File: src/shared/fcd_defines.svh
// Notes on behaviour
// - Four channels; simultaneous requests resolved by fixed priority, channel 0 first.
// - Per channel: enable, auto-reinitialize, address increment or decrement.
// - Request input and grant output active levels are selectable.
// - Memory-to-memory moves: channel 0 is source, channel 1 destination.
// - End-of-process pulses at terminal count; pulled low outside, it ends transfer.
// - A pending request on an enabled channel raises the bus hold request.
// - On hold grant, the highest-priority requester gets its grant and transfer starts; a memory-to-memory move starts without any grant.
// - Low address byte stands on the low address pins during transfer.
// - High address byte goes on the data bus at start or byte change, and for every read and write of a memory-to-memory move.
// - After the address, read then write strobes carry the word.
// - The peripheral read strobe pulses low when the peripheral must drive data.
// - In cascade service the strobes are released, not driven.
// - When idle the read strobe is an input; it reads the status byte.
// - While hold grant is high, chip select is ignored.
// - A word takes four states, three when a block or demand run keeps the high byte; a memory-to-memory word takes eight.
`ifndef FCD_DEFINES_SVH
`define FCD_DEFINES_SVH

`define FCD_NUM_CHAN      4
`define FCD_ADDR_W        16
`define FCD_CNT_W         16
`define FCD_BYTE_W        8
`define FCD_ADDR_RST      16'h0000
`define FCD_CNT_RST       16'h0000
`define FCD_BYTE_RST      8'h00
`define FCD_STAT_REQ_LSB  0
`define FCD_STAT_DONE_LSB 4
`define FCD_M2M_SRC       2'h0
`define FCD_M2M_DST       2'h1

`endif

File: src/shared/fcd_pkg.sv
package fcd_pkg;
`include "fcd_defines.svh"

    typedef enum logic [2:0] {
        FCD_IDLE, FCD_S0, FCD_S1, FCD_S2, FCD_S3, FCD_S4, FCD_CASC
    } fcd_state_t;

    typedef enum logic [1:0] {
        FCD_SINGLE, FCD_BLOCK, FCD_DEMAND, FCD_CASCADE
    } fcd_svc_t;

    typedef enum logic [1:0] {
        FCD_VERIFY, FCD_TO_MEM, FCD_FROM_MEM
    } fcd_xfer_t;

    typedef struct packed {
        logic [`FCD_ADDR_W-1:0] base_addr;
        logic [`FCD_CNT_W-1:0]  base_cnt;
        logic [`FCD_ADDR_W-1:0] cur_addr;
        logic [`FCD_CNT_W-1:0]  cur_cnt;
        logic                   done;
    } fcd_chan_t;

    typedef struct packed {
        fcd_state_t              state;
        logic [1:0]              chan;
        logic [`FCD_NUM_CHAN-1:0] grant;
        logic                    hold;
        logic                    aen;
        logic                    drv;
        logic                    adstb;
        logic [`FCD_BYTE_W-1:0]  a_lo;
        logic [`FCD_BYTE_W-1:0]  db;
        logic                    db_oe;
        logic                    peripheral_read_strobe;
        logic                    iow;
        logic                    memr;
        logic                    memw;
        logic                    eop_drv;
        logic                    ext_eop;
        logic                    m2m;
        logic                    m2m_wr;
        logic [`FCD_BYTE_W-1:0]  temp;
        logic [`FCD_BYTE_W-1:0]  hi_last;
    } fcd_main_t;

endpackage

File: src/fcd_dma.sv
`timescale 1ns/10ps
`include "fcd_defines.svh"
module fcd_dma (
    // clock and reset
    input  wire logic                     clk,
    input  wire logic                     sys_rst,
    // channel programming
    input  wire logic [`FCD_NUM_CHAN-1:0] chan_load,
    input  wire logic [`FCD_ADDR_W-1:0]   load_addr,
    input  wire logic [`FCD_CNT_W-1:0]    load_count,
    input  wire logic [`FCD_NUM_CHAN-1:0] chan_enable,
    input  wire logic [`FCD_NUM_CHAN-1:0] chan_autoinit,
    input  wire logic [`FCD_NUM_CHAN-1:0] chan_decrement,
    input  fcd_pkg::fcd_svc_t             chan_service [`FCD_NUM_CHAN],
    input  fcd_pkg::fcd_xfer_t            chan_xfer [`FCD_NUM_CHAN],
    input  wire logic                     req_active_low,
    input  wire logic                     grant_active_high,
    input  wire logic                     mem_to_mem_enable,
    output logic      [`FCD_NUM_CHAN-1:0] chan_done,
    // peripherals
    input  wire logic [`FCD_NUM_CHAN-1:0] channel_service_request,
    output logic      [`FCD_NUM_CHAN-1:0] channel_service_grant,
    // processor hold handshake and select
    output logic                          bus_hold_request,
    input  wire logic                     bus_hold_grant,
    input  wire logic                     cs_n,
    // address and data
    output logic      [`FCD_BYTE_W-1:0]   addr_lo_o,
    output logic                          addr_lo_oe,
    input  wire logic [`FCD_BYTE_W-1:0]   db_i,
    output logic      [`FCD_BYTE_W-1:0]   db_o,
    output logic                          db_oe,
    output logic                          addr_strobe,
    output logic                          addr_enable,
    // strobes, active low on the pins
    input  wire logic                     peripheral_read_strobe_n_i,
    output logic                          peripheral_read_strobe_n_o,
    output logic                          peripheral_read_strobe_n_oe,
    output logic                          peripheral_write_strobe_n_o,
    output logic                          peripheral_write_strobe_n_oe,
    output logic                          mem_read_strobe_n_o,
    output logic                          mem_read_strobe_n_oe,
    output logic                          mem_write_strobe_n_o,
    output logic                          mem_write_strobe_n_oe,
    // open-drain end of process, active low
    input  wire logic                     end_of_process_line_n_i,
    output logic                          end_of_process_line_n_o,
    output logic                          end_of_process_line_n_oe
);
    import fcd_pkg::*;

    fcd_main_t s_q;
    fcd_main_t s_d;

    logic [`FCD_NUM_CHAN-1:0] req_act;
    logic [`FCD_NUM_CHAN-1:0] pending;
    logic [`FCD_NUM_CHAN-1:0] step;
    logic [`FCD_NUM_CHAN-1:0] term;
    logic [`FCD_NUM_CHAN-1:0] ch_last;
    logic [`FCD_NUM_CHAN-1:0] ch_done;
    logic [`FCD_ADDR_W-1:0]   ch_addr [`FCD_NUM_CHAN];
    logic [1:0]               xch;
    logic [`FCD_ADDR_W-1:0]   addr;
    logic [`FCD_ADDR_W-1:0]   nxt_addr;
    logic                     m2m_go;
    logic                     ext_now;
    logic                     stop;
    logic                     cont;

    ////////////////////////////////////////////////////////////////////////
    // per-channel address and count
    for (genvar i = 0; i < `FCD_NUM_CHAN; i++) begin : g_chan
        fcd_channel u_chan (
            .clk        (clk),
            .sys_rst    (sys_rst),
            .load       (chan_load[i]),
            .load_addr  (load_addr),
            .load_count (load_count),
            .autoinit   (chan_autoinit[i]),
            .decrement  (chan_decrement[i]),
            .step       (step[i]),
            .terminate  (term[i]),
            .cur_addr   (ch_addr[i]),
            .last       (ch_last[i]),
            .done       (ch_done[i])
        );
    end

    function automatic logic [1:0] pick(input logic [`FCD_NUM_CHAN-1:0] p);
        logic [1:0] r;
        r = 2'h0;
        for (int i = `FCD_NUM_CHAN - 1; i >= 0; i--) begin
            if (p[i]) begin
                r = 2'(i);
            end
        end
        return r;
    endfunction

    ////////////////////////////////////////////////////////////////////////
    // request qualification
    always_comb begin
        req_act = channel_service_request
                ^ {`FCD_NUM_CHAN{req_active_low}};
        pending = req_act & chan_enable & ~ch_done;
        if (mem_to_mem_enable) begin
            pending[`FCD_M2M_DST] = 1'b0;
        end
        m2m_go   = mem_to_mem_enable && pending[`FCD_M2M_SRC];
        xch      = s_q.m2m ? (s_q.m2m_wr ? `FCD_M2M_DST : `FCD_M2M_SRC)
                           : s_q.chan;
        addr     = ch_addr[xch];
        nxt_addr = chan_decrement[xch] ? addr - 1'b1 : addr + 1'b1;
        // own pulse reads back low and must not count as external
        ext_now  = !end_of_process_line_n_i && !s_q.eop_drv;
    end

    ////////////////////////////////////////////////////////////////////////
    // transfer sequencer
    always_comb begin
        s_d         = s_q;
        step        = '0;
        term        = '0;
        stop        = 1'b0;
        cont        = 1'b0;
        s_d.adstb   = 1'b0;
        s_d.eop_drv = 1'b0;
        case (s_q.state)
            FCD_IDLE: begin
                s_d.db_oe = 1'b0;
                if (!cs_n && !bus_hold_grant
                    && !peripheral_read_strobe_n_i) begin
                    s_d.db    = {ch_done, req_act};
                    s_d.db_oe = 1'b1;
                end
                if (|pending) begin
                    s_d.hold  = 1'b1;
                    s_d.db_oe = 1'b0;
                    s_d.state = FCD_S0;
                end
            end
            FCD_S0: begin
                // grant is only looked at from the first cycle that the hold request is out
                if (bus_hold_grant) begin
                    if (m2m_go) begin
                        s_d.m2m    = 1'b1;
                        s_d.m2m_wr = 1'b0;
                        s_d.chan   = `FCD_M2M_SRC;
                        s_d.aen    = 1'b1;
                        s_d.drv    = 1'b1;
                        s_d.state  = FCD_S1;
                    end else if (|pending) begin
                        s_d.chan = pick(pending);
                        s_d.grant[pick(pending)] = 1'b1;
                        s_d.aen  = 1'b1;
                        if (chan_service[pick(pending)] == FCD_CASCADE) begin
                            s_d.state = FCD_CASC;
                        end else begin
                            s_d.drv   = 1'b1;
                            s_d.state = FCD_S1;
                        end
                    end else begin
                        s_d.hold  = 1'b0;
                        s_d.state = FCD_IDLE;
                    end
                end
            end
            FCD_CASC: begin
                // strobes stay released; end of process has no effect here
                if (!req_act[s_q.chan]) begin
                    s_d = '0;
                end
            end
            FCD_S1: begin
                s_d.a_lo    = addr[7:0];
                s_d.db      = addr[15:8];
                s_d.db_oe   = 1'b1;
                s_d.adstb   = 1'b1;
                s_d.hi_last = addr[15:8];
                s_d.ext_eop = s_q.ext_eop | ext_now;
                s_d.state   = FCD_S2;
            end
            FCD_S2: begin
                s_d.a_lo    = addr[7:0];
                s_d.db_oe   = s_q.m2m && s_q.m2m_wr;
                s_d.db      = s_q.temp;
                if (s_q.m2m) begin
                    s_d.memr = !s_q.m2m_wr;
                end else if (chan_xfer[s_q.chan] == FCD_TO_MEM) begin
                    s_d.peripheral_read_strobe  = 1'b1;
                end else if (chan_xfer[s_q.chan] == FCD_FROM_MEM) begin
                    s_d.memr = 1'b1;
                end
                s_d.ext_eop = s_q.ext_eop | ext_now;
                s_d.state   = FCD_S3;
            end
            FCD_S3: begin
                if (s_q.m2m) begin
                    s_d.memw = s_q.m2m_wr;
                end else if (chan_xfer[s_q.chan] == FCD_TO_MEM) begin
                    s_d.memw = 1'b1;
                end else if (chan_xfer[s_q.chan] == FCD_FROM_MEM) begin
                    s_d.iow  = 1'b1;
                end
                s_d.eop_drv = ch_last[xch] && (!s_q.m2m || s_q.m2m_wr);
                s_d.ext_eop = s_q.ext_eop | ext_now;
                s_d.state   = FCD_S4;
            end
            FCD_S4: begin
                s_d.peripheral_read_strobe   = 1'b0;
                s_d.iow   = 1'b0;
                s_d.memr  = 1'b0;
                s_d.memw  = 1'b0;
                s_d.db_oe = 1'b0;
                step[xch] = 1'b1;
                if (s_q.m2m && !s_q.m2m_wr) begin
                    s_d.temp    = db_i;
                    s_d.m2m_wr  = 1'b1;
                    s_d.ext_eop = s_q.ext_eop | ext_now;
                    s_d.state   = FCD_S1;
                end else begin
                    stop      = ch_last[xch] || s_q.ext_eop || ext_now;
                    term[xch] = stop;
                    if (s_q.m2m) begin
                        term[`FCD_M2M_SRC] = stop;
                        cont = !stop;
                    end else begin
                        cont = !stop
                            && (chan_service[s_q.chan] == FCD_BLOCK
                            || (chan_service[s_q.chan] == FCD_DEMAND
                            && req_act[s_q.chan]));
                    end
                    if (cont && s_q.m2m) begin
                        s_d.m2m_wr = 1'b0;
                        s_d.state  = FCD_S1;
                    end else if (cont) begin
                        s_d.state = (nxt_addr[15:8] != s_q.hi_last)
                                  ? FCD_S1 : FCD_S2;
                    end else begin
                        s_d         = '0;
                        s_d.eop_drv = 1'b0;
                    end
                end
            end
            default: begin
                s_d = '0;
            end
        endcase
    end

    always_ff @(posedge clk) begin
        if (sys_rst) begin
            s_q <= '0;
        end else begin
            s_q <= s_d;
        end
    end

    ////////////////////////////////////////////////////////////////////////
    // pins
    assign chan_done             = ch_done;
    assign channel_service_grant = s_q.grant
                                 ^ {`FCD_NUM_CHAN{~grant_active_high}};
    assign bus_hold_request      = s_q.hold;
    assign addr_lo_o             = s_q.a_lo;
    assign addr_lo_oe            = s_q.drv;
    assign db_o                  = s_q.db;
    assign db_oe                 = s_q.db_oe;
    assign addr_strobe           = s_q.adstb;
    assign addr_enable           = s_q.aen;
    assign peripheral_read_strobe_n_o   = ~s_q.peripheral_read_strobe;
    assign peripheral_read_strobe_n_oe  = s_q.drv;
    assign peripheral_write_strobe_n_o  = ~s_q.iow;
    assign peripheral_write_strobe_n_oe = s_q.drv;
    assign mem_read_strobe_n_o          = ~s_q.memr;
    assign mem_read_strobe_n_oe         = s_q.drv;
    assign mem_write_strobe_n_o         = ~s_q.memw;
    assign mem_write_strobe_n_oe        = s_q.drv;
    assign end_of_process_line_n_o      = 1'b0;
    assign end_of_process_line_n_oe     = s_q.eop_drv;
endmodule

File: src/fcd_channel.sv
`timescale 1ns/10ps
`include "fcd_defines.svh"
module fcd_channel (
    // clock and reset
    input  wire logic                   clk,
    input  wire logic                   sys_rst,
    // programming
    input  wire logic                   load,
    input  wire logic [`FCD_ADDR_W-1:0] load_addr,
    input  wire logic [`FCD_CNT_W-1:0]  load_count,
    input  wire logic                   autoinit,
    input  wire logic                   decrement,
    // sequencer
    input  wire logic                   step,
    input  wire logic                   terminate,
    output logic      [`FCD_ADDR_W-1:0] cur_addr,
    output logic                        last,
    output logic                        done
);
    import fcd_pkg::*;

    fcd_chan_t s_q;
    fcd_chan_t s_d;

    ////////////////////////////////////////////////////////////////////////
    always_comb begin
        s_d = s_q;
        if (load) begin
            s_d.base_addr = load_addr;
            s_d.base_cnt  = load_count;
            s_d.cur_addr  = load_addr;
            s_d.cur_cnt   = load_count;
            s_d.done      = 1'b0;
        end else if (step || terminate) begin
            // a memory move ends its source side without a step
            if (terminate && autoinit) begin
                s_d.cur_addr = s_q.base_addr;
                s_d.cur_cnt  = s_q.base_cnt;
                s_d.done     = 1'b0;
            end else begin
                if (step) begin
                    s_d.cur_addr = decrement ? s_q.cur_addr - 1'b1
                                             : s_q.cur_addr + 1'b1;
                    s_d.cur_cnt  = s_q.cur_cnt - 1'b1;
                end
                if (terminate) begin
                    s_d.done = 1'b1;
                end
            end
        end
    end

    always_ff @(posedge clk) begin
        if (sys_rst) begin
            s_q <= '{base_addr: `FCD_ADDR_RST, base_cnt: `FCD_CNT_RST,
                     cur_addr: `FCD_ADDR_RST, cur_cnt: `FCD_CNT_RST,
                     done: 1'b0};
        end else begin
            s_q <= s_d;
        end
    end

    // a count of zero marks the final word
    assign cur_addr = s_q.cur_addr;
    assign last     = (s_q.cur_cnt == `FCD_CNT_RST);
    assign done     = s_q.done;
endmodule

File: config.mk
export PLATFORM = sky130hd
export DESIGN_NAME = fcd_dma
export DESIGN_NICKNAME = d
export VERILOG_FILES = /design/src/shared/fcd_pkg.sv /design/src/fcd_dma.sv /design/src/fcd_channel.sv
export VERILOG_INCLUDE_DIRS = /design/src /design/src/shared
export SDC_FILE = /design/constraint.sdc
export NUM_CORES = 1
export LEC_CHECK = 0
export ABC_AREA = 1
export BUFFER_PORTS_ARGS = -buffer_cell sky130_fd_sc_hd__buf_2
export CAP_MARGIN = 20
export CORE_ASPECT_RATIO = 0.75
export CORE_MARGIN = 10
export CORE_UTILIZATION = 40
export CTS_BUF_LIST = sky130_fd_sc_hd__clkbuf_8
export CTS_CLUSTER_SIZE = 28
export DETAILED_ROUTE_END_ITERATION = 8
export PLACE_DENSITY_LB_ADDON = 0.2
export SYNTH_ARGS = -nofsm -noshare
export SYNTH_HDL_FRONTEND = slang
export SYNTH_SLANG_ARGS = --single-unit
File: constraint.sdc
create_clock -name clk -period 4.47 [get_ports clk]
set_input_delay 0.2235 -clock clk [delete_from_list [all_inputs] [get_ports clk]]
set_output_delay 0.2235 -clock clk [all_outputs]
set_load 0.005 [all_outputs]
## Word level (Yosys, flattened, before mapping)

Cells that the tools add are included.

- Add/sub/neg operators: 14
- Magnitude comparators: 8
- Equality and inequality tests: 36
- Mux-type cells: 117
- Bitwise gates (word level): 25
- Reductions and logical operators: 89

Operators with widths:

| operator | count |
|---|---|
| 33-bit 2-to-1 mux | 12 |
| 32-bit 2-to-1 mux | 5 |
| 16-bit by 1-bit subtractor with 16-bit output, second input constant | 9 |
| 16-bit 2-to-1 mux | 8 |
| 16-bit by 1-bit adder with 16-bit output, second input constant | 5 |
| 16-bit zero test | 4 |
| 8-bit case mux with 4 select lines | 2 |
| 54-bit 2-to-1 mux | 1 |
| 9-bit case mux with 6 select lines | 1 |
| 51-bit 2-to-1 mux | 1 |
| 2-bit 2-to-1 mux | 22 |
| 34-bit 2-to-1 mux | 1 |
| 16-bit binary-select mux with 2-bit select | 1 |
| 2-bit != test, second input constant | 16 |
| 1-bit 2-to-1 mux | 30 |
| 2-bit case mux with 4 select lines | 3 |
| 6-bit case mux with 4 select lines | 1 |
| 8-bit case mux with 3 select lines | 1 |
| 3-bit != test, second input constant | 7 |
| 3-bit case mux with 7 select lines | 1 |
| 5-bit AND reduction | 4 |
| 4-bit OR reduction | 5 |
| 9-bit 2-to-1 mux | 2 |
| 2-bit AND reduction | 9 |
| other kinds (44) | 138 |

- Flip-flop bits (word level): 314
- Bits of input ports: 85
- Output and inout port bits: 39
- Word-level logic and storage cells: 329

## Longest topological paths before layout

- Word-level depth: 21
- Mapped depth: 25

## Modules after synthesis

Synthesis repeated with hierarchy kept, for this count alone.

- Cells, all modules: 3,259
- Area total of the unflattened synthesis: 20,965.1 um2

By module, submodules not included:

| module | times used | cells each | area an instance (um2) | sequential area each (um2) |
|---|---|---|---|---|
| fcd_channel (g_chan[0].u_chan ...) | 2 | 631 | 4,113.9 | 1,301.2 |
| fcd_dma | 1 | 744 | 4,470.5 | 1,081.0 |
| fcd_channel (g_chan[3].u_chan) | 1 | 627 | 4,147.7 | 1,301.2 |
| fcd_channel (g_chan[2].u_chan) | 1 | 626 | 4,119.0 | 1,301.2 |

## Least setup slack after synthesis

OpenSTA, ideal clock, no wires.

- Path type: reg2reg
- Start point: reg s_q[17] in the netlist's numbering
- End point: reg s_q[51] in the netlist's numbering
- Library setup time: 67 ps
- Data arrival time: 2,508 ps
- Setup slack: 1,895 ps
- Cell stages (with the launch flop): 23
- Cell sequence: dfxtp_1 buf_6 inv_8 nand2_4 inv_2 nor2_2 inv_1 nor2_1 nor3_1 ha_1 nand2_1 nand2_1 a31oi_1 nor2_1 nor2_1 nand3_1 nand2_1 nand2_1 nor2_1 nand3_1 nand2_1 nand2_1 a21oi_2

- Word-level cells in the longest chain between the ends: 14
- Elaborated cells on any way between the ends: 27
- Those cells by class: 2 x add/sub; 1 x eq/ne; 17 x mux; 1 x bitwise; 6 x reduce/logical

RTL lines:

| item | line | RTL |
|---|---|---|
| start, declared | fcd_dma.sv:52 | `fcd_main_t s_q;` |
| start signal, assigned | fcd_dma.sv:253 | `s_q <= '0;` |
| start signal, assigned | fcd_dma.sv:255 | `s_q <= s_d;` |
| parallel branches: the longest is 12 deep, another holds 16-bit by 1-bit adder with 16-bit output | -- |  |
| 2-bit 2-to-1 mux (*) | fcd_dma.sv:216 | `if (s_q.m2m && !s_q.m2m_wr) begin` |
| 3-bit case mux with 7 select lines (*) | fcd_dma.sv:128 | `case (s_q.state)` |

Every way passes the cells marked *. The select of a mux whose other input is x is not followed.
A chain may end at the register's enable or synchronous reset.

## Worst setup path after layout

Same ends and word-level chain as after synthesis.

==> run summary <==
Unique masters post-synth -> 56
Pleak -> 9.02 nW
Clock sink count -> 314
Critical Path, Cell by Cell -> inv_8 > nand2_4 > inv_2 > nor2_2 > inv_1 > nor2_1 > nor3_1 > ha_1 > nand2_1 > nand2_1 > a31oi_1 > nor2_1 > nor2_1 > nand3_1 > nand2_1 > nand2_1 > nor2_1 > nand3_1 > nand2_1 > nand2_1 > a21oi_2
Power density over the cells -> 370 nW/µm²
# H-tree levels -> 2
Design area -> 21000 µm²
Met3 usage -> 6.81%
Maximum VDD drop -> 0.219 mV
Die H -> 207 µm
Async SR Flop Fraction -> 0%
Number of synthesized flops with an enable pin -> 0
CTS tree -> done
Clock latency on the worst-skew pair -> 0.68 ns
Filler cells -> 4678
Largest area contributor in the synthesized netlist -> dfxtp_1
Io pins -> 124
Crit path arrival time -> 4.39 ns
Worst Setup Start Kind -> flip-flop
PortBufs -> 122
Nets@finish -> 2908
Avg WL per Cell -> 20.0 µm
Yosys warns -> 0
Vias per cell -> 5.62
Endpoint class of the critical path -> flip-flop
DRC errors left -> 0
Final Cycle Share -> 85.1%
Worst-margin pin slew -> 1.07 ns
RD Place Congestion -> 0.915
Top cells by area, synth -> dfxtp_1 34%, nand2_1 13%, a21oi_1 6.3%
Initial antenna violation count -> 2
Max Cap Viol -> 0
Ys flop type -> dfxtp_1
Remaining Overflow, GRT -> 0
CP Buf/Inv Count -> 3
Delay-heaviest family, CP -> simple AND/OR/NAND/NOR gates
Number of synthesized register bits -> 314
Root buf cell -> clkbuf_8
Slew headroom -> 28.9%
Core region area -> 45900 µm²
First-pass GRT wire length -> 103000 µm
Post-synth top cells -> 623 x nand2_1, 314 x dfxtp_1, 235 x a21oi_1
Most frequent CP cell -> nand2_1
Worst-path fanout max -> 12
Crit-path max cell delay -> 0.65 ns
Met1 usage -> 34.9%
Worst Hold Class -> input port to flip-flop
Fin. max-slew vios -> 0
Layout cell share with drive strength beyond 1 -> 11.3%
Reg2reg setup slack -> 0.67 ns
First drt pass iteration count -> 6
Tmin final -> 3.80 ns
Mean Syn Cell Area -> 6.98 µm²
RSZ-0062 raised after global routing -> false
Total GRT Usage -> 23.7%
Die area -> 55500 µm²
Top-area cell type share of the netlist area -> 33.9%
CP max-delay cell -> dfxtp_1
Worst Hold Margin -> 0.0736 ns
Final Hold Fails -> 0
Vias in the first global route -> 17.5k
Number of antenna diodes -> 0
Initial core utilization -> 40.4%
Final count of negative-setup-slack endpoints -> 0
Final HPWL DP -> 49000 µm
M2 GR Usage -> 33.4%
Most common cell in the netlist -> nand2_1
Worst Setup Path Type -> flip-flop to flip-flop
Status -> completed
Largest net degree at the start of global routing -> 138
Initial drt markers -> 1912
Mapped Area -> 18600 µm²
Clock transition at path regs -> 0.06 ns
Sequential area share after synthesis -> 33.9%
Antenna-violating nets left -> 0
Gr busiest metal -> met1
Total Negative Setup Slacks -> 0 ns
Layout Skew -> 0.0442 ns
WL final -> 67700 µm
# rows -> 68
Max Clock Freq -> 263 MHz
Maximum clock path buffer count -> 3
Via count -> 19.0k
Dpl cell area -> 19400 µm²
CP Data Required Time -> 5.05 ns
CTS Buf Count -> 55
Area grow syn2layout -> 13.1%
Synthesized Nets -> 2818
Die Wd -> 269 µm
Mapped Cells -> 2661
-- layout make-up --
cell class                      instances  area, µm²  area share, %
Clock buffer                           64        881           4.19
Multi-Input combinational cell       1960      10700           50.9
Clock inverter                         32        230           1.10
Inverter                              228        863           4.11
Tap cell                              595        744           3.55
Sequential cell                       314       6290           29.9
Timing Repair Buffer                  192       1300           6.19
-- per-layer routing --
layer  wire [µm]  vias to the layer above
met1       32100                     8940
met2       27400                      745
met3        7200                       93
met4        1080                        0
met5           0                        -
li1            -                     9254
-- stage by stage --
| stage | util [%] | cells | setup WS (ns) | total power, W |
|---|---|---|---|---|
| 6_report | 45.7 | 3385 | 0.668 | 0.00776 |
| 3_3_place_gp | 42.3 | 3246 | 0.786 | 0.00494 |
| 4_1_cts | 45.6 | 3383 | 0.781 | 0.00778 |
| 5_1_grt | 45.7 | 3385 | 0.433 | 0.00819 |
| 3_5_place_dp | 42.3 | 3246 | 0.790 | 0.00496 |
| 2_1_floorplan | - | 2661 | 1.89 | 0.00442 |
-- cells in the final DEF, fill, tap and decap left out, types with 5 or more instances in the layout --
cell	instances
a211oi_1	10
a21boi_0	14
a21oi_1	234
a22oi_1	8
a31oi_1	132
buf_2	121
buf_4	24
clkbuf_8	65
clkinv_1	5
clkinv_2	11
dfxtp_1	314
dlygate4sd3_1	42
ha_1	68
inv_1	231
inv_2	6
nand2_1	621
nand2_2	18
nand3_1	184
nand3_2	6
nand3b_1	9
nand4_1	15
nor2_1	157
nor2_2	17
nor3_1	30
nor4_1	6
o211ai_1	104
o21a_1	13
o21ai_0	118
o21ai_1	6
o21bai_1	10
o22ai_1	18
o31ai_1	9
or2_2	17
xnor2_1	30
xor2_1	65
-- report_power, final --
| part | switching (W) | internal, W |
|---|---|---|
| clock | 0.00131 | 0.00148 |
| sequential | 0.000149 | 0.00297 |
| combinational | 0.00123 | 0.000634 |
-- registers in the layout (all words and copies together) (netlist names) --
register and cells:
s_q 32, addr_lo_oe 1, addr_strobe 1, g_chan.u_chan.cur_addr 64, end_of_process_line_n_oe 1, g_chan.u_chan.s_q 192
addr_lo_o 8, g_chan.u_chan.done 4, addr_enable 1, bus_hold_request 1, db_oe 1, db_o 8
-- worst min-delay path: cells and delay by family --
family | cells | cell delay [ns]
and+or+nand+nor | 3 | 0.18
AOI/OAI and AO/OA | 1 | 0.16
buffers and inverters | 1 | 0.10
-- cell families after synthesis --
logic type | after synthesis | share of synthesized area, %
AOI/OAI and AO/OA | 694 | 22.3
and+or+nand+nor | 1098 | 25.6
buffers and inverters | 387 | 8.71
DFF | 314 | 33.9
adders and majority gates | 72 | 5.01
other | 1 | 0.0202
xor gates and xnor gates | 95 | 4.48
-- repair_timing --
action | 4_1_cts | 5_1_grt
hold endpoints to repair | 243 | 6
gates resized for setup | 0 | 0
hold buffers | 41 | 1
setup endpoints to repair | 0 | 0
setup buffers | 0 | 0
-- worst paths after layout --
| check | start | endpoint | cells after the start |
|---|---|---|---|
| hold / removal | mem_to_mem_enable | s_q[46]$_SDFFE_PP0P_ | 5 |
| hold reg to reg | s_q[21]$_SDFFE_PP0P_ | s_q[21]$_SDFFE_PP0P_ | 2 |
| setup / recovery | s_q[17]$_SDFFE_PP0P_ | s_q[51]$_SDFFE_PP0P_ | 21 |
| setup reg to reg | s_q[17]$_SDFFE_PP0P_ | s_q[51]$_SDFFE_PP0P_ | 21 |
No activity file was read; power rests on OpenSTA's default activity.
